[config.mk]
export PLATFORM = sky130hd
export DESIGN_NAME = logger_mission_alarm_ctrl
export DESIGN_NICKNAME = d
export VERILOG_FILES = /design/src/verilog/threshold_check.v /design/src/verilog/logger_mission_alarm_ctrl.v
export VERILOG_INCLUDE_DIRS = /design/src /design/src/pkg
export SDC_FILE = /design/constraint.sdc
export NUM_CORES = 1
export LEC_CHECK = 0
export ABC_AREA = 0
export BUFFER_PORTS_ARGS = -buffer_cell sky130_fd_sc_hd__buf_2
export CORE_ASPECT_RATIO = 1.75
export CORE_MARGIN = 10
export CORE_UTILIZATION = 55
export CTS_CLUSTER_SIZE = 12
export DETAILED_ROUTE_END_ITERATION = 10
export GPL_ROUTABILITY_DRIVEN = 0
export GPL_TIMING_DRIVEN = 0
export PLACE_DENSITY = 0.8
export SYNTH_ARGS = -nofsm -noshare
export SYNTH_HDL_FRONTEND = slang
export SYNTH_SLANG_ARGS = --single-unit
[constraint.sdc]
create_clock -name i_ref_clk -period 3.55 [get_ports i_ref_clk]
set_input_delay 0.355 -clock i_ref_clk [delete_from_list [all_inputs] [get_ports i_ref_clk]]
set_output_delay 0.355 -clock i_ref_clk [all_outputs]
set_load 0.02 [all_outputs]
[src/pkg/logger_mission_alarm_ctrl_defs.vh]
// Purpose: shared constants of the mission and alarm register block
// Assumes: byte registers reached by their documented addresses
// Notes: offsets, field positions, reset values and log limits
`ifndef LOGGER_MISSION_ALARM_CTRL_DEFS_VH
`define LOGGER_MISSION_ALARM_CTRL_DEFS_VH

// ****************************************
// register offsets
// ****************************************
`define ADDR_LOW_THRESHOLD 16'h0208
`define ADDR_HIGH_THRESHOLD 16'h0209
`define ADDR_TEMP_ALARM_ENABLE 16'h0210
`define ADDR_CLOCK_CONTROL 16'h0212
`define ADDR_MISSION_CONFIG 16'h0213
`define ADDR_ALARM_FLAGS 16'h0214
`define ADDR_GENERAL_STATE 16'h0215

// ****************************************
// field positions
// ****************************************
`define BIT_LOW_ALARM_ENABLE 0
`define BIT_HIGH_ALARM_ENABLE 1
`define BIT_CRYSTAL_RUN 0
`define BIT_SECONDS_TIMEBASE 1
`define BIT_LOGGING_ENABLE 0
`define BIT_UNAVAILABLE_FUNC 1
`define BIT_WIDE_SAMPLE_FORMAT 2
`define BIT_WRAP_OVERWRITE_ENABLE 4
`define BIT_START_ON_ALARM 5
`define BIT_LOW_ALARM_FLAG 0
`define BIT_HIGH_ALARM_FLAG 1
`define BIT_BATTERY_RESET_FLAG 7
`define BIT_MISSION_ACTIVE 1
`define BIT_MEMORY_CLEARED 3
`define BIT_AWAITING_ALARM 4

// ****************************************
// fixed bits and reset values
// ****************************************
`define MISSION_CONFIG_FIXED 8'hC0
`define ALARM_FLAGS_FIXED 8'h70
`define GENERAL_STATE_FIXED 8'hC0
`define THRESHOLD_RESET 8'h00
`define UNMAPPED_READ 8'h00

// ****************************************
// log memory window
// ****************************************
`define LOG_FIRST_ADDR 16'h1000
`define LOG_LAST_ADDR 16'h2FFF

`endif

[src/verilog/threshold_check.v]
// Purpose: one alarm threshold comparison on the result high byte
// Assumes: unsigned byte codes for sample and threshold
// Notes: purely combinational, instantiated once per alarm direction
`timescale 1ns/1ns
`default_nettype none

module threshold_check #(
    parameter ABOVE = 1
) (
    input wire [7:0] i_sample_msb,
    input wire [7:0] i_threshold,
    input wire i_enable,
    output wire o_hit
);

    // ****************************************
    // compare
    // ****************************************
    // equality counts as an alarm in both directions
    assign o_hit = i_enable &&
        ((ABOVE != 0) ? (i_sample_msb >= i_threshold) : (i_sample_msb <= i_threshold));

endmodule

`default_nettype wire

[src/verilog/logger_mission_alarm_ctrl.v]
// Purpose: control and status registers, alarm flags and mission sequencing
// Assumes: command strobes, register strobes and conversions all on i_ref_clk
// Notes: i_rst is the battery-on reset; it leaves the battery reset flag set
`timescale 1ns/1ns
`default_nettype none

`include "logger_mission_alarm_ctrl_defs.vh"

// Functional notes
// - mission conversion at or above high threshold sets high flag if enabled
// - mission conversion at or below low threshold sets low flag if enabled
// - low threshold at 0208h, high threshold at 0209h drive the alarms
// - upper six bits of sensor and clock control read 0, ignore writes
// - control registers take no host writes while a mission runs
// - seconds_timebase picks seconds (1) or minutes (0) as interval unit
// - crystal_run 1 runs oscillator, 0 stops it into low-power retention
// - forced conversion or start mission sets crystal_run to 1
// - mission config bits 7,6 read 1; host writes bit 1 as 0, bit 3 ignored
// - start_on_alarm: 8-bit conversions, logging starts at alarm, no count
// - wrap enabled: full log memory restarts at log start, overwriting
// - wrap disabled: full memory stops conversions and logging, mission stays active
// - wide format stores 16-bit samples, high byte at lower address
// - logging needs logging_enable; samples stored from 1000h upward
// - alarm flags register read-only with fixed 1s and 0s
// - clear memory clears all alarm status flags together
// - general state register read-only with fixed bits and three flags
// - battery reset flag set after power-on reset, always enabled
// - forced conversion updates high and low flags like mission ones
// - alarm that starts logging also sets its alarm flag
// - conditional search answered while any alarm is held
// - only high byte of a result is compared with thresholds
// - awaiting_alarm cleared by alarm or by a start without start_on_alarm, kept over clear memory and stop
// - memory_cleared set by clear memory, dropped by start; start needs it
module logger_mission_alarm_ctrl (
    input wire i_ref_clk,
    input wire i_rst,
    input wire [15:0] i_reg_addr,
    input wire i_reg_wr,
    input wire [7:0] i_reg_wdata,
    input wire i_reg_rd,
    input wire i_cmd_force_conv,
    input wire i_cmd_start_mission,
    input wire i_cmd_stop_mission,
    input wire i_cmd_clear_memory,
    input wire i_second_pulse,
    input wire i_minute_pulse,
    input wire i_sample_due,
    input wire i_conv_done,
    input wire [15:0] i_conv_result,
    output reg [7:0] o_reg_rdata,
    output reg o_reg_rvalid,
    output reg o_crystal_run,
    output reg o_low_power,
    output reg o_interval_pulse,
    output reg o_conv_start,
    output reg o_conv_wide,
    output reg o_log_wr,
    output reg [15:0] o_log_addr,
    output reg [7:0] o_log_data,
    output reg o_mission_sample_inc,
    output reg o_mission_active,
    output reg o_alarm_search_hit
);

    // ****************************************
    // state encodings
    // ****************************************
    localparam [2:0] ST_IDLE = 3'b001;
    localparam [2:0] ST_WR_MSB = 3'b010;
    localparam [2:0] ST_WR_LSB = 3'b100;

    // ****************************************
    // registers
    // ****************************************
    reg [7:0] low_threshold_reg;
    reg [7:0] high_threshold_reg;
    reg high_alarm_enable_reg;
    reg low_alarm_enable_reg;
    reg crystal_run_reg;
    reg seconds_timebase_reg;
    reg start_on_alarm_reg;
    reg wrap_overwrite_enable_reg;
    reg wide_sample_format_reg;
    reg logging_enable_reg;
    reg high_alarm_flag_reg;
    reg low_alarm_flag_reg;
    reg battery_reset_flag_reg;
    reg awaiting_alarm_reg;
    reg memory_cleared_reg;
    reg mission_active_reg;
    reg log_stopped_reg;
    reg conv_forced_reg;
    reg [2:0] state_reg;
    reg [2:0] state_next;
    reg [15:0] log_ptr_reg;
    reg [15:0] log_ptr_next;
    reg [7:0] sample_lsb_reg;
    reg log_stopped_next;

    wire high_hit;
    wire low_hit;
    wire any_hit;
    wire host_cfg_wr;
    wire start_ok;
    wire mission_conv;
    wire log_this;
    wire at_last;

    // ****************************************
    // alarm comparison
    // ****************************************
    // high byte only, whatever the log format
    threshold_check #(
        .ABOVE(1)
    ) u_high_check (
        .i_sample_msb(i_conv_result[15:8]),
        .i_threshold(high_threshold_reg),
        .i_enable(high_alarm_enable_reg),
        .o_hit(high_hit)
    );

    threshold_check #(
        .ABOVE(0)
    ) u_low_check (
        .i_sample_msb(i_conv_result[15:8]),
        .i_threshold(low_threshold_reg),
        .i_enable(low_alarm_enable_reg),
        .o_hit(low_hit)
    );

    // ****************************************
    // decode of events
    // ****************************************
    // control registers frozen during a mission
    assign host_cfg_wr = i_reg_wr && !mission_active_reg;
    assign any_hit = high_hit || low_hit;
    // start needs cleared memory and no running mission
    assign start_ok = i_cmd_start_mission && memory_cleared_reg && !mission_active_reg;
    assign mission_conv = i_conv_done && !conv_forced_reg && mission_active_reg;
    // alarming sample is logged when waiting, every sample otherwise
    assign log_this = mission_conv && logging_enable_reg && !log_stopped_reg &&
        (!awaiting_alarm_reg || any_hit);
    assign at_last = (log_ptr_reg == `LOG_LAST_ADDR);

    // ****************************************
    // host-written configuration
    // ****************************************
    // thresholds, enables, clock and mission options
    always @(posedge i_ref_clk) begin
        if (i_rst) begin
            low_threshold_reg <= `THRESHOLD_RESET;
            high_threshold_reg <= `THRESHOLD_RESET;
            high_alarm_enable_reg <= 1'b0;
            low_alarm_enable_reg <= 1'b0;
            seconds_timebase_reg <= 1'b0;
            start_on_alarm_reg <= 1'b0;
            wrap_overwrite_enable_reg <= 1'b0;
            wide_sample_format_reg <= 1'b0;
            logging_enable_reg <= 1'b0;
        end else if (host_cfg_wr) begin
            case (i_reg_addr)
                `ADDR_LOW_THRESHOLD: begin
                    low_threshold_reg <= i_reg_wdata;
                end
                `ADDR_HIGH_THRESHOLD: begin
                    high_threshold_reg <= i_reg_wdata;
                end
                `ADDR_TEMP_ALARM_ENABLE: begin
                    // bits 7..2 are not stored
                    high_alarm_enable_reg <= i_reg_wdata[`BIT_HIGH_ALARM_ENABLE];
                    low_alarm_enable_reg <= i_reg_wdata[`BIT_LOW_ALARM_ENABLE];
                end
                `ADDR_CLOCK_CONTROL: begin
                    seconds_timebase_reg <= i_reg_wdata[`BIT_SECONDS_TIMEBASE];
                end
                `ADDR_MISSION_CONFIG: begin
                    // bits 7,6 fixed; bit 3 and bit 1 not stored
                    start_on_alarm_reg <= i_reg_wdata[`BIT_START_ON_ALARM];
                    wrap_overwrite_enable_reg <= i_reg_wdata[`BIT_WRAP_OVERWRITE_ENABLE];
                    wide_sample_format_reg <= i_reg_wdata[`BIT_WIDE_SAMPLE_FORMAT];
                    logging_enable_reg <= i_reg_wdata[`BIT_LOGGING_ENABLE];
                end
                default: begin
                end
            endcase
        end
    end

    // ****************************************
    // oscillator enable
    // ****************************************
    // commands override a host write in the same cycle
    always @(posedge i_ref_clk) begin
        if (i_rst) begin
            crystal_run_reg <= 1'b0;
        end else if (i_cmd_force_conv || start_ok) begin
            crystal_run_reg <= 1'b1;
        end else if (host_cfg_wr && (i_reg_addr == `ADDR_CLOCK_CONTROL)) begin
            crystal_run_reg <= i_reg_wdata[`BIT_CRYSTAL_RUN];
        end
    end

    // ****************************************
    // alarm status flags
    // ****************************************
    // sticky; a hit in the clearing cycle wins
    always @(posedge i_ref_clk) begin
        if (i_rst) begin
            high_alarm_flag_reg <= 1'b0;
            low_alarm_flag_reg <= 1'b0;
            battery_reset_flag_reg <= 1'b1;
        end else begin
            if (i_cmd_clear_memory && !mission_active_reg) begin
                high_alarm_flag_reg <= 1'b0;
                low_alarm_flag_reg <= 1'b0;
                battery_reset_flag_reg <= 1'b0;
            end
            // mission and forced conversions both reach the flags
            if (i_conv_done && (conv_forced_reg || mission_active_reg)) begin
                if (high_hit) begin
                    high_alarm_flag_reg <= 1'b1;
                end
                if (low_hit) begin
                    low_alarm_flag_reg <= 1'b1;
                end
            end
        end
    end

    // ****************************************
    // mission status
    // ****************************************
    always @(posedge i_ref_clk) begin
        if (i_rst) begin
            mission_active_reg <= 1'b0;
            memory_cleared_reg <= 1'b0;
            awaiting_alarm_reg <= 1'b0;
        end else begin
            if (start_ok) begin
                mission_active_reg <= 1'b1;
                memory_cleared_reg <= 1'b0;
                awaiting_alarm_reg <= start_on_alarm_reg;
            end else begin
                if (i_cmd_stop_mission) begin
                    mission_active_reg <= 1'b0;
                end
                if (i_cmd_clear_memory && !mission_active_reg) begin
                    memory_cleared_reg <= 1'b1;
                end
                // alarm only; clear memory and stop leave it
                if (i_conv_done && any_hit && (conv_forced_reg || mission_active_reg)) begin
                    awaiting_alarm_reg <= 1'b0;
                end
            end
        end
    end

    // ****************************************
    // conversion requests
    // ****************************************
    // mission samples until memory stops them; forced ones only while no mission runs
    always @(posedge i_ref_clk) begin
        if (i_rst) begin
            o_conv_start <= 1'b0;
            o_conv_wide <= 1'b0;
            conv_forced_reg <= 1'b0;
        end else begin
            o_conv_start <= 1'b0;
            if (i_cmd_force_conv && !mission_active_reg) begin
                o_conv_start <= 1'b1;
                o_conv_wide <= wide_sample_format_reg;
                conv_forced_reg <= 1'b1;
            end else if (i_sample_due && mission_active_reg && !log_stopped_reg) begin
                o_conv_start <= 1'b1;
                // 8-bit while waiting for the trigger alarm
                o_conv_wide <= wide_sample_format_reg && !awaiting_alarm_reg;
                conv_forced_reg <= 1'b0;
            end else if (i_conv_done) begin
                conv_forced_reg <= 1'b0;
            end
        end
    end

    // ****************************************
    // log write sequencing
    // ****************************************
    // next state, pointer and stop of the log
    always @* begin
        state_next = state_reg;
        log_ptr_next = log_ptr_reg;
        log_stopped_next = log_stopped_reg;
        case (state_reg)
            ST_IDLE: begin
                if (log_this) begin
                    state_next = ST_WR_MSB;
                end
            end
            ST_WR_MSB: begin
                state_next = wide_sample_format_reg ? ST_WR_LSB : ST_IDLE;
            end
            ST_WR_LSB: begin
                state_next = ST_IDLE;
            end
            default: begin
                state_next = ST_IDLE;
            end
        endcase
        // advance after every byte written, held at the last address when wrap is disabled
        if (o_log_wr) begin
            if (at_last) begin
                if (wrap_overwrite_enable_reg) begin
                    log_ptr_next = `LOG_FIRST_ADDR;
                end else begin
                    log_ptr_next = log_ptr_reg;
                    log_stopped_next = 1'b1;
                    state_next = ST_IDLE;
                end
            end else begin
                log_ptr_next = log_ptr_reg + 16'h0001;
            end
        end
        if (start_ok) begin
            log_ptr_next = `LOG_FIRST_ADDR;
            log_stopped_next = 1'b0;
        end
    end

    // byte writes, high byte first at the lower address
    always @(posedge i_ref_clk) begin
        if (i_rst) begin
            state_reg <= ST_IDLE;
            log_ptr_reg <= `LOG_FIRST_ADDR;
            log_stopped_reg <= 1'b0;
            sample_lsb_reg <= 8'h00;
            o_log_wr <= 1'b0;
            o_log_addr <= `LOG_FIRST_ADDR;
            o_log_data <= 8'h00;
        end else begin
            state_reg <= state_next;
            log_ptr_reg <= log_ptr_next;
            log_stopped_reg <= log_stopped_next;
            o_log_wr <= 1'b0;
            if (state_reg == ST_IDLE && log_this) begin
                sample_lsb_reg <= i_conv_result[7:0];
                o_log_data <= i_conv_result[15:8];
                o_log_addr <= log_ptr_reg;
                o_log_wr <= 1'b1;
            end else if (state_next == ST_WR_LSB && state_reg == ST_WR_MSB) begin
                o_log_data <= sample_lsb_reg;
                o_log_addr <= log_ptr_next;
                o_log_wr <= 1'b1;
            end
        end
    end

    // ****************************************
    // mission sample count
    // ****************************************
    // the sample that ends the wait is not counted
    always @(posedge i_ref_clk) begin
        if (i_rst) begin
            o_mission_sample_inc <= 1'b0;
        end else begin
            o_mission_sample_inc <= mission_conv && !log_stopped_reg && !awaiting_alarm_reg;
        end
    end

    // ****************************************
    // timebase and status outputs
    // ****************************************
    always @(posedge i_ref_clk) begin
        if (i_rst) begin
            o_interval_pulse <= 1'b0;
            o_crystal_run <= 1'b0;
            o_low_power <= 1'b1;
            o_mission_active <= 1'b0;
            o_alarm_search_hit <= 1'b0;
        end else begin
            // interval unit from the selected timebase
            o_interval_pulse <= crystal_run_reg &&
                (seconds_timebase_reg ? i_second_pulse : i_minute_pulse);
            o_crystal_run <= crystal_run_reg;
            o_low_power <= !crystal_run_reg;
            o_mission_active <= mission_active_reg;
            o_alarm_search_hit <= high_alarm_flag_reg || low_alarm_flag_reg ||
                battery_reset_flag_reg;
        end
    end

    // ****************************************
    // register read
    // ****************************************
    // data one cycle after the read strobe
    always @(posedge i_ref_clk) begin
        if (i_rst) begin
            o_reg_rdata <= `UNMAPPED_READ;
            o_reg_rvalid <= 1'b0;
        end else begin
            o_reg_rvalid <= i_reg_rd;
            if (i_reg_rd) begin
                case (i_reg_addr)
                    `ADDR_LOW_THRESHOLD: begin
                        o_reg_rdata <= low_threshold_reg;
                    end
                    `ADDR_HIGH_THRESHOLD: begin
                        o_reg_rdata <= high_threshold_reg;
                    end
                    `ADDR_TEMP_ALARM_ENABLE: begin
                        o_reg_rdata <= {6'h00, high_alarm_enable_reg,
                            low_alarm_enable_reg};
                    end
                    `ADDR_CLOCK_CONTROL: begin
                        o_reg_rdata <= {6'h00, seconds_timebase_reg, crystal_run_reg};
                    end
                    `ADDR_MISSION_CONFIG: begin
                        o_reg_rdata <= `MISSION_CONFIG_FIXED |
                            {2'b00, start_on_alarm_reg, wrap_overwrite_enable_reg, 1'b0,
                            wide_sample_format_reg, 1'b0, logging_enable_reg};
                    end
                    `ADDR_ALARM_FLAGS: begin
                        o_reg_rdata <= `ALARM_FLAGS_FIXED |
                            {battery_reset_flag_reg, 5'h00, high_alarm_flag_reg,
                            low_alarm_flag_reg};
                    end
                    `ADDR_GENERAL_STATE: begin
                        o_reg_rdata <= `GENERAL_STATE_FIXED |
                            {3'b000, awaiting_alarm_reg, memory_cleared_reg, 1'b0,
                            mission_active_reg, 1'b0};
                    end
                    default: begin
                        o_reg_rdata <= `UNMAPPED_READ;
                    end
                endcase
            end
        end
    end

endmodule

`default_nettype wire

# --- After elaboration in Yosys (flattened, before gate mapping) ---
# Cells that the tools add are included.
classes:
  add_sub_neg: 1
  magnitude_cmp: 2
  eq_ne: 11
  mux: 37
  bitwise: 1
  reduce_logical: 48
ops:
  columns: ["cell", "count"]
  rows:
  - ["16-bit by 10-bit == test with 1-bit output (second input constant)", 7]
  - ["16-bit 2-to-1 mux", 6]
  - ["8-bit case mux with 7 select lines", 1]
  - ["1-bit logical AND", 24]
  - ["1-bit 2-to-1 mux", 22]
  - ["16-bit by 1-bit adder with 16-bit output (second input constant)", 1]
  - ["16-bit by 14-bit == test with 1-bit output (second input constant)", 1]
  - ["8-bit 2-to-1 mux", 2]
  - ["3-bit 2-to-1 mux", 5]
  - ["2-bit AND reduction", 5]
  - ["2-bit nonzero test", 5]
  - ["8-bit greater-or-equal comparator", 1]
  - ["8-bit less-or-equal comparator", 1]
  - ["1-bit logical OR", 6]
  - ["3-bit case mux with 2 select lines", 1]
  - ["1-bit zero test", 5]
  - ["3-bit by 1-bit == test with 1-bit output (second input constant)", 1]
  - ["3-bit by 2-bit == test with 1-bit output (second input constant)", 1]
  - ["3-bit == test (second input constant)", 1]
  - ["3-bit AND reduction", 1]
  - ["3-bit nonzero test", 1]
  - ["2-bit OR reduction", 1]
  - ["1-bit NOT", 1]
word_totals:
  register_bits: 101
  input_bits: 52
  out_inout_bits: 42
  elab_cells: 134

# --- Logic depth before layout (Yosys ltp) ---
# Gate-level depths: netlist (run 1).
logic_depth:
  ltp_word: 15
  ltp_mapped: 10
  depth_no_buf: 8

# --- Cells and area by module ---
# A second synthesis (run 1) with hierarchy kept.
unflattened:
  hier_cells: 613
  area_unflattened_um2: 5072.4
by_module_without_submodules:
  columns: ["module", "n_inst", "cells_each", "area_each_um2", "seq_area_each_um2"]
  rows:
  - ["logger_mission_alarm_ctrl", 1, 558, 4670.7, 2021.9]
  - ["threshold_check (u_low_check)", 1, 28, 209.0, 0.0]
  - ["threshold_check (u_high_check)", 1, 27, 192.7, 0.0]

# --- Least setup slack after synthesis (run 1) ---
# Ideal clock, no wire load.
synth_timing:
  path_type: "in2reg"
  from: "input i_conv_result[8]"
  to: "register o_log_addr[12]"
  setup_time_ps: 79
  t_arrival_ps: 2230
  required_ps: 3471
  slack_ps: 1241
  stages: 10
  path_buffers: 2
  cell_sequence: "inv_1 ha_1 nand2b_1 a2111oi_0 o22ai_1 o31ai_1 buf_2 buf_4 nand3_1 o211ai_1"
synth_via:
  elab_chain_cells: 13
  word_cells_on_any_way: 17
  classes_between: "2 x order compare; 1 x eq/ne; 6 x mux; 8 x reduce/logical"
synth_lines:
  columns: ["item", "line_no", "rtl"]
  rows:
  - ["start, declared", "logger_mission_alarm_ctrl.v:49", "input wire [15:0] i_conv_result,"]
  - ["8-bit greater-or-equal comparator / 8-bit less-or-equal comparator (equally long branches)", "threshold_check.v:21", "((ABOVE != 0) ? (i_sample_msb >= i_threshold) : (i_sample_msb <= i_threshold));"]
  - ["1-bit logical AND", "threshold_check.v:20", "assign o_hit = i_enable &&"]
  - ["1-bit logical OR *", "logger_mission_alarm_ctrl.v:136", "assign any_hit = high_hit || low_hit;"]
  - ["1-bit logical OR *", "logger_mission_alarm_ctrl.v:142", "(!awaiting_alarm_reg || any_hit);"]
  - ["1-bit logical AND *", "logger_mission_alarm_ctrl.v:141", "assign log_this = mission_conv && logging_enable_reg && !log_stopped_reg &&"]
  - ["3-bit 2-to-1 mux", "logger_mission_alarm_ctrl.v:294", "if (log_this) begin"]
  - ["3-bit case mux with 2 select lines", "logger_mission_alarm_ctrl.v:292", "case (state_reg)"]
  - ["3-bit 2-to-1 mux", "logger_mission_alarm_ctrl.v:311", "if (wrap_overwrite_enable_reg) begin"]
  - ["3-bit 2-to-1 mux", "logger_mission_alarm_ctrl.v:310", "if (at_last) begin"]
  - ["3-bit 2-to-1 mux", "logger_mission_alarm_ctrl.v:309", "if (o_log_wr) begin"]
  - ["3-bit == test", "logger_mission_alarm_ctrl.v:348", "end else if (state_next == ST_WR_LSB && state_reg == ST_WR_MSB) begin"]
  - ["1-bit logical AND", "logger_mission_alarm_ctrl.v:348", null]
  - ["2-bit nonzero test (no line)", null, null]
  - ["end signal, assigned", "logger_mission_alarm_ctrl.v:336", "o_log_addr <= `LOG_FIRST_ADDR;"]
  - ["end signal, assigned", "logger_mission_alarm_ctrl.v:346", "o_log_addr <= log_ptr_reg;"]
  - ["end signal, assigned", "logger_mission_alarm_ctrl.v:350", "o_log_addr <= log_ptr_next;"]
  - ["end, declared", "logger_mission_alarm_ctrl.v:58", "output reg [15:0] o_log_addr,"]
# Every way passes the cells marked *; elsewhere a longest branch is shown, timed or not.
# A chain may end at the register's enable or synchronous reset.

# --- Worst setup path in the final report (run 1) ---
layout_timing:
  from: "register high_threshold_reg[0]"
  to: "register o_log_addr[5]"
layout_via:
  elab_chain_cells: 13
  word_cells_on_any_way: 15
  classes_between: "1 x order compare; 1 x eq/ne; 6 x mux; 7 x reduce/logical"
layout_lines:
  columns: ["item", "line_no", "rtl"]
  rows:
  - ["start, declared", "logger_mission_alarm_ctrl.v:76", "reg [7:0] high_threshold_reg;"]
  - ["start signal, assigned", "logger_mission_alarm_ctrl.v:152", "high_threshold_reg <= `THRESHOLD_RESET;"]
  - ["start signal, assigned", "logger_mission_alarm_ctrl.v:166", "high_threshold_reg <= i_reg_wdata;"]
  - ["8-bit greater-or-equal comparator *", "threshold_check.v:21", null]
  - ["1-bit logical AND *", "threshold_check.v:20", null]
  - ["1-bit logical OR *", "logger_mission_alarm_ctrl.v:136", null]
  - ["1-bit logical OR *", "logger_mission_alarm_ctrl.v:142", null]
  - ["1-bit logical AND *", "logger_mission_alarm_ctrl.v:141", null]
  - ["3-bit 2-to-1 mux", "logger_mission_alarm_ctrl.v:294", null]
  - ["3-bit case mux with 2 select lines", "logger_mission_alarm_ctrl.v:292", null]
  - ["3-bit 2-to-1 mux", "logger_mission_alarm_ctrl.v:311", null]
  - ["3-bit 2-to-1 mux", "logger_mission_alarm_ctrl.v:310", null]
  - ["3-bit 2-to-1 mux", "logger_mission_alarm_ctrl.v:309", null]
  - ["3-bit == test", "logger_mission_alarm_ctrl.v:348", null]
  - ["1-bit logical AND", "logger_mission_alarm_ctrl.v:348", null]
  - ["2-bit nonzero test (no line)", null, null]
# Marks and branches as above.

==> results of run 1 <==
[Yosys cell counts, types with 3 or more instances]
| cell type | n | area share [%] |
|---|---|---|
| nand2b_1 | 14 | 1.7 |
| or4_1 | 4 | 0.58 |
| o21ai_0 | 16 | 1.6 |
| nand2_1 | 45 | 3.3 |
| and3_1 | 6 | 0.73 |
| nand2_2 | 6 | 0.73 |
| a32oi_1 | 3 | 0.51 |
| nor3_1 | 16 | 1.6 |
| o21a_1 | 3 | 0.44 |
| buf_1 | 3 | 0.22 |
| nand4_1 | 8 | 0.97 |
| a221oi_1 | 3 | 0.51 |
| nor2b_1 | 13 | 1.6 |
| dfxtp_1 | 101 | 39 |
| nand3b_1 | 3 | 0.44 |
| a211oi_1 | 12 | 1.7 |
| clkbuf_1 | 20 | 1.5 |
| o2bb2ai_1 | 4 | 0.68 |
| a311oi_1 | 3 | 0.51 |
| or3_1 | 5 | 0.61 |
| ha_1 | 17 | 4.1 |
| a21o_1 | 4 | 0.58 |
| nor4_4 | 3 | 1.2 |
| inv_1 | 27 | 2.0 |
| or4b_1 | 3 | 0.58 |
| and2_1 | 4 | 0.49 |
| o31ai_1 | 3 | 0.44 |
| buf_2 | 12 | 1.2 |
| o21ai_1 | 3 | 0.29 |
| nand3_1 | 18 | 1.7 |
| a31oi_1 | 6 | 0.73 |
| a311oi_2 | 6 | 1.7 |
| mux2i_1 | 38 | 7.4 |
| nor2_1 | 78 | 5.7 |
| a21oi_1 | 36 | 3.5 |
[metal layers]
layer,up-vias,track usage (%)
li1,2336,-
met1,2303,20.8
met2,238,42.7
met3,72,4.84
met4,0,16.1
met5,-,0
[where the power goes]
group          switching [W]  internal (W)  leakage [nW]  total, W
clock               0.000415      0.000510         0.135  0.000925
sequential        0.00000492       0.00114         0.816   0.00115
combinational      0.0000913     0.0000513          1.59  0.000143
[how the worst min path moves through the flow]
| stage | start | to | slack, ns | cells after the start |
|---|---|---|---|---|
| 2_1_floorplan | crystal_run_reg | o_low_power | 0.43 | 1 |
| 3_3_place_gp | o_conv_wide | o_conv_wide | 0.44 | 2 |
| 3_5_place_dp | log_stopped_reg | log_stopped_reg | 0.45 | 2 |
| 4_1_cts | i_conv_result[3] | sample_lsb_reg[3] | 0.23 | 3 |
| 5_1_grt | i_conv_result[3] | sample_lsb_reg[3] | 0.25 | 3 |
| 6_report | i_conv_result[3] | sample_lsb_reg[3] | 0.24 | 3 |
[cell type report]
| cell class | count | area (um^2) | area share [%] |
|---|---|---|---|
| Multi-Input combinational cell | 430 | 2850 | 47.2 |
| Sequential cell | 101 | 2020 | 33.5 |
| Timing Repair Buffer | 91 | 455 | 7.54 |
| Clock buffer | 12 | 256 | 4.25 |
| Buffer | 39 | 184 | 3.05 |
| Tap cell | 120 | 150 | 2.49 |
| Inverter | 27 | 101 | 1.68 |
| Clock inverter | 3 | 21.3 | 0.352 |
[cells by family (layout without fill, tap and decap cells)]
logic type / count (synthesis) / in the layout / synth area share, %
AND/OR/NAND/NOR: 241 / 241 / 24.6
AO/OA/AOI/OAI: 128 / 128 / 17.9
flip-flops: 101 / 101 / 39.2
buffers and inverters: 66 / 172 / 5.53
multiplexers: 40 / 40 / 7.81
adder cells (fa/ha/maj): 17 / 17 / 4.13
XOR/XNOR: 4 / 4 / 0.825
[worst max-delay path: cells and delay by family, from the launching register on]
kind / cells / cell delay, ns
adders and majority gates: 1 / 0.24
AOI/OAI and AO/OA: 4 / 1.34
buffers and inverters: 1 / 0.48
and+or+nand+nor: 2 / 0.26
DFF: 1 / 0.39
[cells in the final DEF, fill, tap and decap left out, types with 17 or more instances in the layout]
| master | n |
|---|---|
| nand3_1 | 18 |
| inv_1 | 27 |
| buf_2 | 103 |
| nand2_1 | 45 |
| ha_1 | 17 |
| a21oi_1 | 36 |
| mux2i_1 | 38 |
| dfxtp_1 | 101 |
| nor2_1 | 78 |
| clkbuf_1 | 21 |
[stage by stage]
stage	total power, W	cells
floorplan	0.00124	597
global placement	0.00131	808
detailed placement	0.00131	808
CTS	0.00223	823
global route	0.00228	823
finish	0.00221	823
==> impl_metrics.toml, run 1 <==
[run_status]
status = "finished, final reports clean"

[final_layout]
fin_area_um2 = 6040
syn_to_final_growth_pct = 17.1
finalCoreUtilization_pct = 66.4
layout-drive-gt1-share_pct = 21.5
nets = 768
antenna_cells = 0
nFillCells = 794

[synthesis]
synth_seq_cells = 101
syn_area_um2 = 5160
ys_seq_area_share_pct = 39.2
ys_warn_count = 0
netlist_instances = 597
synth-edff-count = 0
synthesis.nets = 666
synth_top_flop_cell = "dfxtp_1"
synthArstFlopShare_pct = 0
synth_cell_type_count = 70
syn_avg_cell_area_um2 = 8.64

[critical_path]
end_kind = "register"
cp-start-kind = "register"
reg2reg_depth = 8
timing.rr.start = "high_threshold_reg[0]"
crit_chain = "ha_1 -> nand2b_1 -> a2111oi_0 -> o22ai_1 -> o31ai_1 -> clkbuf_1 -> nor2_1 -> a211oi_1"
critPathMaxStageDelay_ns = 0.48
worstPathRequired_ns = 3.80
worstPathArrival_ns = 3.06
cp_slowest_cell = "a2111oi_0"
critPathKind = "register to register"
crit_fanout = 10
crit_path_end = "o_log_addr[5]"
regToRegSetupSlack_ns = 0.74
worst_r2r_endpoint = "o_log_addr[5]"
startpoint = "high_threshold_reg[0]"

[sta]
slew_violations = 0
fmax_mhz = 356
setup-violations-final = 0
setup_ws_ns = 0.740
hold_slack_ns = 0.240
period_needed_ns = 2.81
fin_crit_sh_pct = 79.2
fin_worst_skew_ns = 0.0101
final-hold-violation-count = 0
slew-limit-headroom_pct = 52.8
setup_tns_ns = 0
rsz0062_at_grt = "false"
worst_slew_pin_slew_ns = 0.698

[pwr]
max-vdd-ir-drop_uv = 297
power_leakage_nw = 2.54
powerDensity_nw_per_um2 = 367

[route]
num_vias = 4949
wl_met1_um = 5390
firstDrtPassIters = 5
met2_length_um = 8600
ant_nets = 0
drt_wl_total_um = 15900
wl_met3_um = 999
vias_per_cell = 6.01
avgRoutedWirePerCell_um = 19.3
drt_iter0_drc = 380
top_layer = "met4"
remaining_drc_errors = 0

[clocking]
cts_buffers = 9
cts-root-buf = "clkbuf_16"
post_cts_resized = 0
cts_setup_buffers = 0
cts_sinks = 101
postCtsHoldBufs = 0
htreeDepth = 3
clk_path_buf_depth = 2
clkLatencyLatePin_ns = 0.35
path_clk_slew_ns = 0.07
cts_tree = "yes"

[min_path]
hold_class = "input pin to register"

[floorplanning]
dieArea_um2 = 13800
die_x_um = 93.2
io_pins = 94
initial_core_util_pct = 56.7
core_um2 = 9090
fp.dieH_um = 148
num_rows = 46

[placement]
portBuffers = 91
place_worst_setup_slack_ns = 0.687
dp_hpwl_um = 12300
postPlaceCellArea_um2 = 5760

[global_route]
grt_max_degree = 16
grt_pass1_wl_um = 25100
grt_pass1_vias = 5182
grt.overflow.total = 0
antenna_found_initial = 0
gr-usage-all-layers_pct = 22.8

[run]
cap_viol_max_count = 0
(Power assumes the default switching activity.)
==> run 2, diff against run 1 <==
--- a/config.mk
+++ b/config.mk
@@ -6,16 +6,16 @@
 export SDC_FILE = /design/constraint.sdc
 export NUM_CORES = 1
 export LEC_CHECK = 0
-export ABC_AREA = 0
+export ABC_AREA = 1
 export BUFFER_PORTS_ARGS = -buffer_cell sky130_fd_sc_hd__buf_2
 export CORE_ASPECT_RATIO = 1.75
 export CORE_MARGIN = 10
-export CORE_UTILIZATION = 55
+export CORE_UTILIZATION = 51
 export CTS_CLUSTER_SIZE = 12
 export DETAILED_ROUTE_END_ITERATION = 10
 export GPL_ROUTABILITY_DRIVEN = 0
 export GPL_TIMING_DRIVEN = 0
-export PLACE_DENSITY = 0.8
+export PLACE_DENSITY = 0.78
 export SYNTH_ARGS = -nofsm -noshare
 export SYNTH_HDL_FRONTEND = slang
 export SYNTH_SLANG_ARGS = --single-unit
==> constraint.sdc (replaced) <==
create_clock -name i_ref_clk -period 2.5 [get_ports i_ref_clk]
set_input_delay 0.25 -clock i_ref_clk [delete_from_list [all_inputs] [get_ports i_ref_clk]]
set_output_delay 0.25 -clock i_ref_clk [all_outputs]
set_load 0.02 [all_outputs]
==> run 2 against run 1 <==
Fmax up 22%. Global-route usage down 0.42 points. Via count up 9.6%. Flip-flop and latch count unchanged. Die area up 7.7%. Combinational power up 43%. Critical path depth up 7. Largest cell class unchanged.
==> impl_metrics.toml, run 2 <==
[sta]
slew_violations = 0
fin_worst_skew_ns = 0.00605
rsz0062_at_grt = "false"
worst_slew_pin_slew_ns = 0.685
period_needed_ns = 2.31
final-hold-violation-count = 0
setup_tns_ns = 0
setup-violations-final = 0
fin_crit_sh_pct = 92.2
slew-limit-headroom_pct = 53.9
fmax_mhz = 434

[synthesis]
synth_most_common_cell = "nand2_1"
synthArstFlopShare_pct = 0
synth-edff-count = 0
synth_top_cell_area_share_pct = 38.7
synth_seq_cells = 101
syn_area_um2 = 5230
ys_seq_area_share_pct = 38.7
ys_warn_count = 0
synthTopCellsByArea = "dfxtp_1 (39%), nand2_1 (14%), nor2_1 (7.4%), a21oi_1 (6.0%), inv_1 (5.2%)"
netlist_instances = 763
netlist_top_cells_count = "nand2_1 (190), nor2_1 (103), dfxtp_1 (101), inv_1 (73), a21oi_1 (63)"
synth.largest_area_cell = "dfxtp_1"
syn_avg_cell_area_um2 = 6.86
synthesis.nets = 832
synth_cell_type_count = 43
synth_top_flop_cell = "dfxtp_1"

[critical_path]
regToRegSetupSlack_ns = 0.19
worst_r2r_endpoint = "o_log_addr[13]"
cp-start-kind = "register"
critical-path-top-delay-family = "simple AND/OR/NAND/NOR gates"
crit_path_frequent_cell = "nand2_1"
crit_fanout = 10
critPathKind = "register to register"
timing.rr.start = "low_threshold_reg[7]"
critPathBufInv = 3
critPathMaxStageDelay_ns = 0.31
path_depth = 15
reg2reg_depth = 15
worstPathRequired_ns = 2.75
crit_chain = "inv_1 -> ha_1 -> nand2_1 -> nor2_1 -> nand2_1 -> nand2_1 -> nand2_1 -> nand2_1 -> nand3_2 -> nand2_2 -> buf_6 -> buf_2 -> nand2_1 -> a21oi_1 -> nor2_1"
end_kind = "register"
cp_slowest_cell = "dfxtp_1"
worstPathArrival_ns = 2.55

[route]
wl_met3_um = 1050
met2_length_um = 9030
remaining_drc_errors = 0
vias_per_cell = 5.45
num_vias = 5426
wl_met1_um = 5820
top_layer = "met4"
ant_nets = 0
avgRoutedWirePerCell_um = 16.7
firstDrtPassIters = 5
drt_iter0_drc = 284
drt_wl_total_um = 16600

[final_layout]
syn_to_final_growth_pct = 18.7
nets = 935
final_common_cell = "nand2_1"
layout-drive-gt1-share_pct = 17.2
antenna_cells = 0
most-common-layout-cells = "nand2_1 (190), nor2_1 (103), dfxtp_1 (101), buf_2 (100), inv_1 (73)"

[pwr]
max-vdd-ir-drop_uv = 376
powerDensity_nw_per_um2 = 570
power_leakage_nw = 2.78
fin_total_pwr_w = 0.00354

[global_route]
grt_pass1_wl_um = 25900
gr-usage-all-layers_pct = 22.4
grt.overflow.total = 0
grt_max_degree = 17
antenna_found_initial = 0
grt_pass1_vias = 5150

[clocking]
cts_sinks = 101
path_clk_slew_ns = 0.07
post_cts_resized = 0
postCtsHoldBufs = 0
clk_path_buf_depth = 2
clkLatencyLatePin_ns = 0.35
cts-root-buf = "clkbuf_16"
cts_setup_buffers = 0
cts_tree = "yes"
htreeDepth = 3
cts_buffers = 9

[min_path]
hold_start = "i_cmd_stop_mission"
min_to = "mission_active_reg"
hold_class = "input pin to register"
hold-path-cell-count = 2

[floorplanning]
num_rows = 48
die_x_um = 96.6
initial_core_util_pct = 52.5
io_pins = 94
fp.dieH_um = 154
dieArea_um2 = 14900
core_um2 = 9970

[run_status]
status = "finished, final reports clean"

[placement]
portBuffers = 92
dp_hpwl_um = 12800

[run]
cap_viol_max_count = 0
## run 2: cell count changes in the layout (fill, tap and decap cells not counted), moves of 25 or more
cell / previous run / this run
nand2_1: 45 / 190
mux2i_1: 38 / 0
nand3_1: 18 / 47
a21oi_1: 36 / 63
inv_1: 27 / 73
o21ai_0: 16 / 45
nor2_1: 78 / 103
## run 2: how the worst max path moves through the flow
| stage | from | to | slack [ns] |
|---|---|---|---|
| floorplan | high_threshold_reg[7] | o_log_data[2] | 0.66 |
| global placement | i_conv_result[15] | o_log_addr[13] | 0.29 |
| finish | low_threshold_reg[7] | o_log_addr[13] | 0.19 |
| global route | low_threshold_reg[3] | o_log_addr[10] | 0.03 |
| CTS | low_threshold_reg[7] | o_log_addr[13] | 0.21 |
| detailed placement | i_conv_result[15] | o_log_addr[13] | 0.24 |
## run 2: layer usage
| metal | vias to the layer above | global-route usage [%] |
|---|---|---|
| met2 | 203 | 41.0 |
| met4 | 0 | 11.5 |
| met1 | 2479 | 22.3 |
| met3 | 46 | 4.44 |
| met5 | - | 0 |
| li1 | 2698 | - |
## run 2: per-stage QoR
step,setup slack [ns],cells,util (%),hold WS [ns],cell area [um^2]
6_report,0.194,995,62.3,0.104,6210
5_1_grt,0.0269,995,62.3,0.105,6210
4_1_cts,0.215,995,62.3,0.0968,6210
3_5_place_dp,0.243,980,58.7,0.456,5850
3_3_place_gp,0.286,980,58.7,0.453,5850
2_1_floorplan,0.663,763,-,0.341,5230
## run 2: cell type report
| type | count | area (um^2) |
|---|---|---|
| clock buffers | 9 | 225 |
| plain buffers | 29 | 190 |
| clock inverters | 6 | 134 |
| inverters | 80 | 302 |
| fillers | 952 | 3760 |
| repair buffers | 92 | 460 |
| multi-input cells | 553 | 2720 |
| well taps | 125 | 156 |
| flip-flops and latches | 101 | 2020 |
## run 2: report_power, final
part | internal (W) | leakage (nW) | switching (W) | total (W)
logic | 0.0000696 | 1.79 | 0.000135 | 0.000205
registers | 0.00162 | 0.816 | 0.00000637 | 0.00163
clock network | 0.00108 | 0.176 | 0.000630 | 0.00171
## run 2: logic make-up (layout without fill, tap and decap cells)
kind of cell / count (synthesis) / in the layout / share of synthesized area (%)
xor gates and xnor gates: 6 / 6 / 1.00
adders and majority gates: 17 / 17 / 4.07
buffers and inverters: 109 / 216 / 9.40
AOI/OAI and AO/OA: 133 / 133 / 13.7
DFF: 101 / 101 / 38.7
and+or+nand+nor: 397 / 397 / 33.2
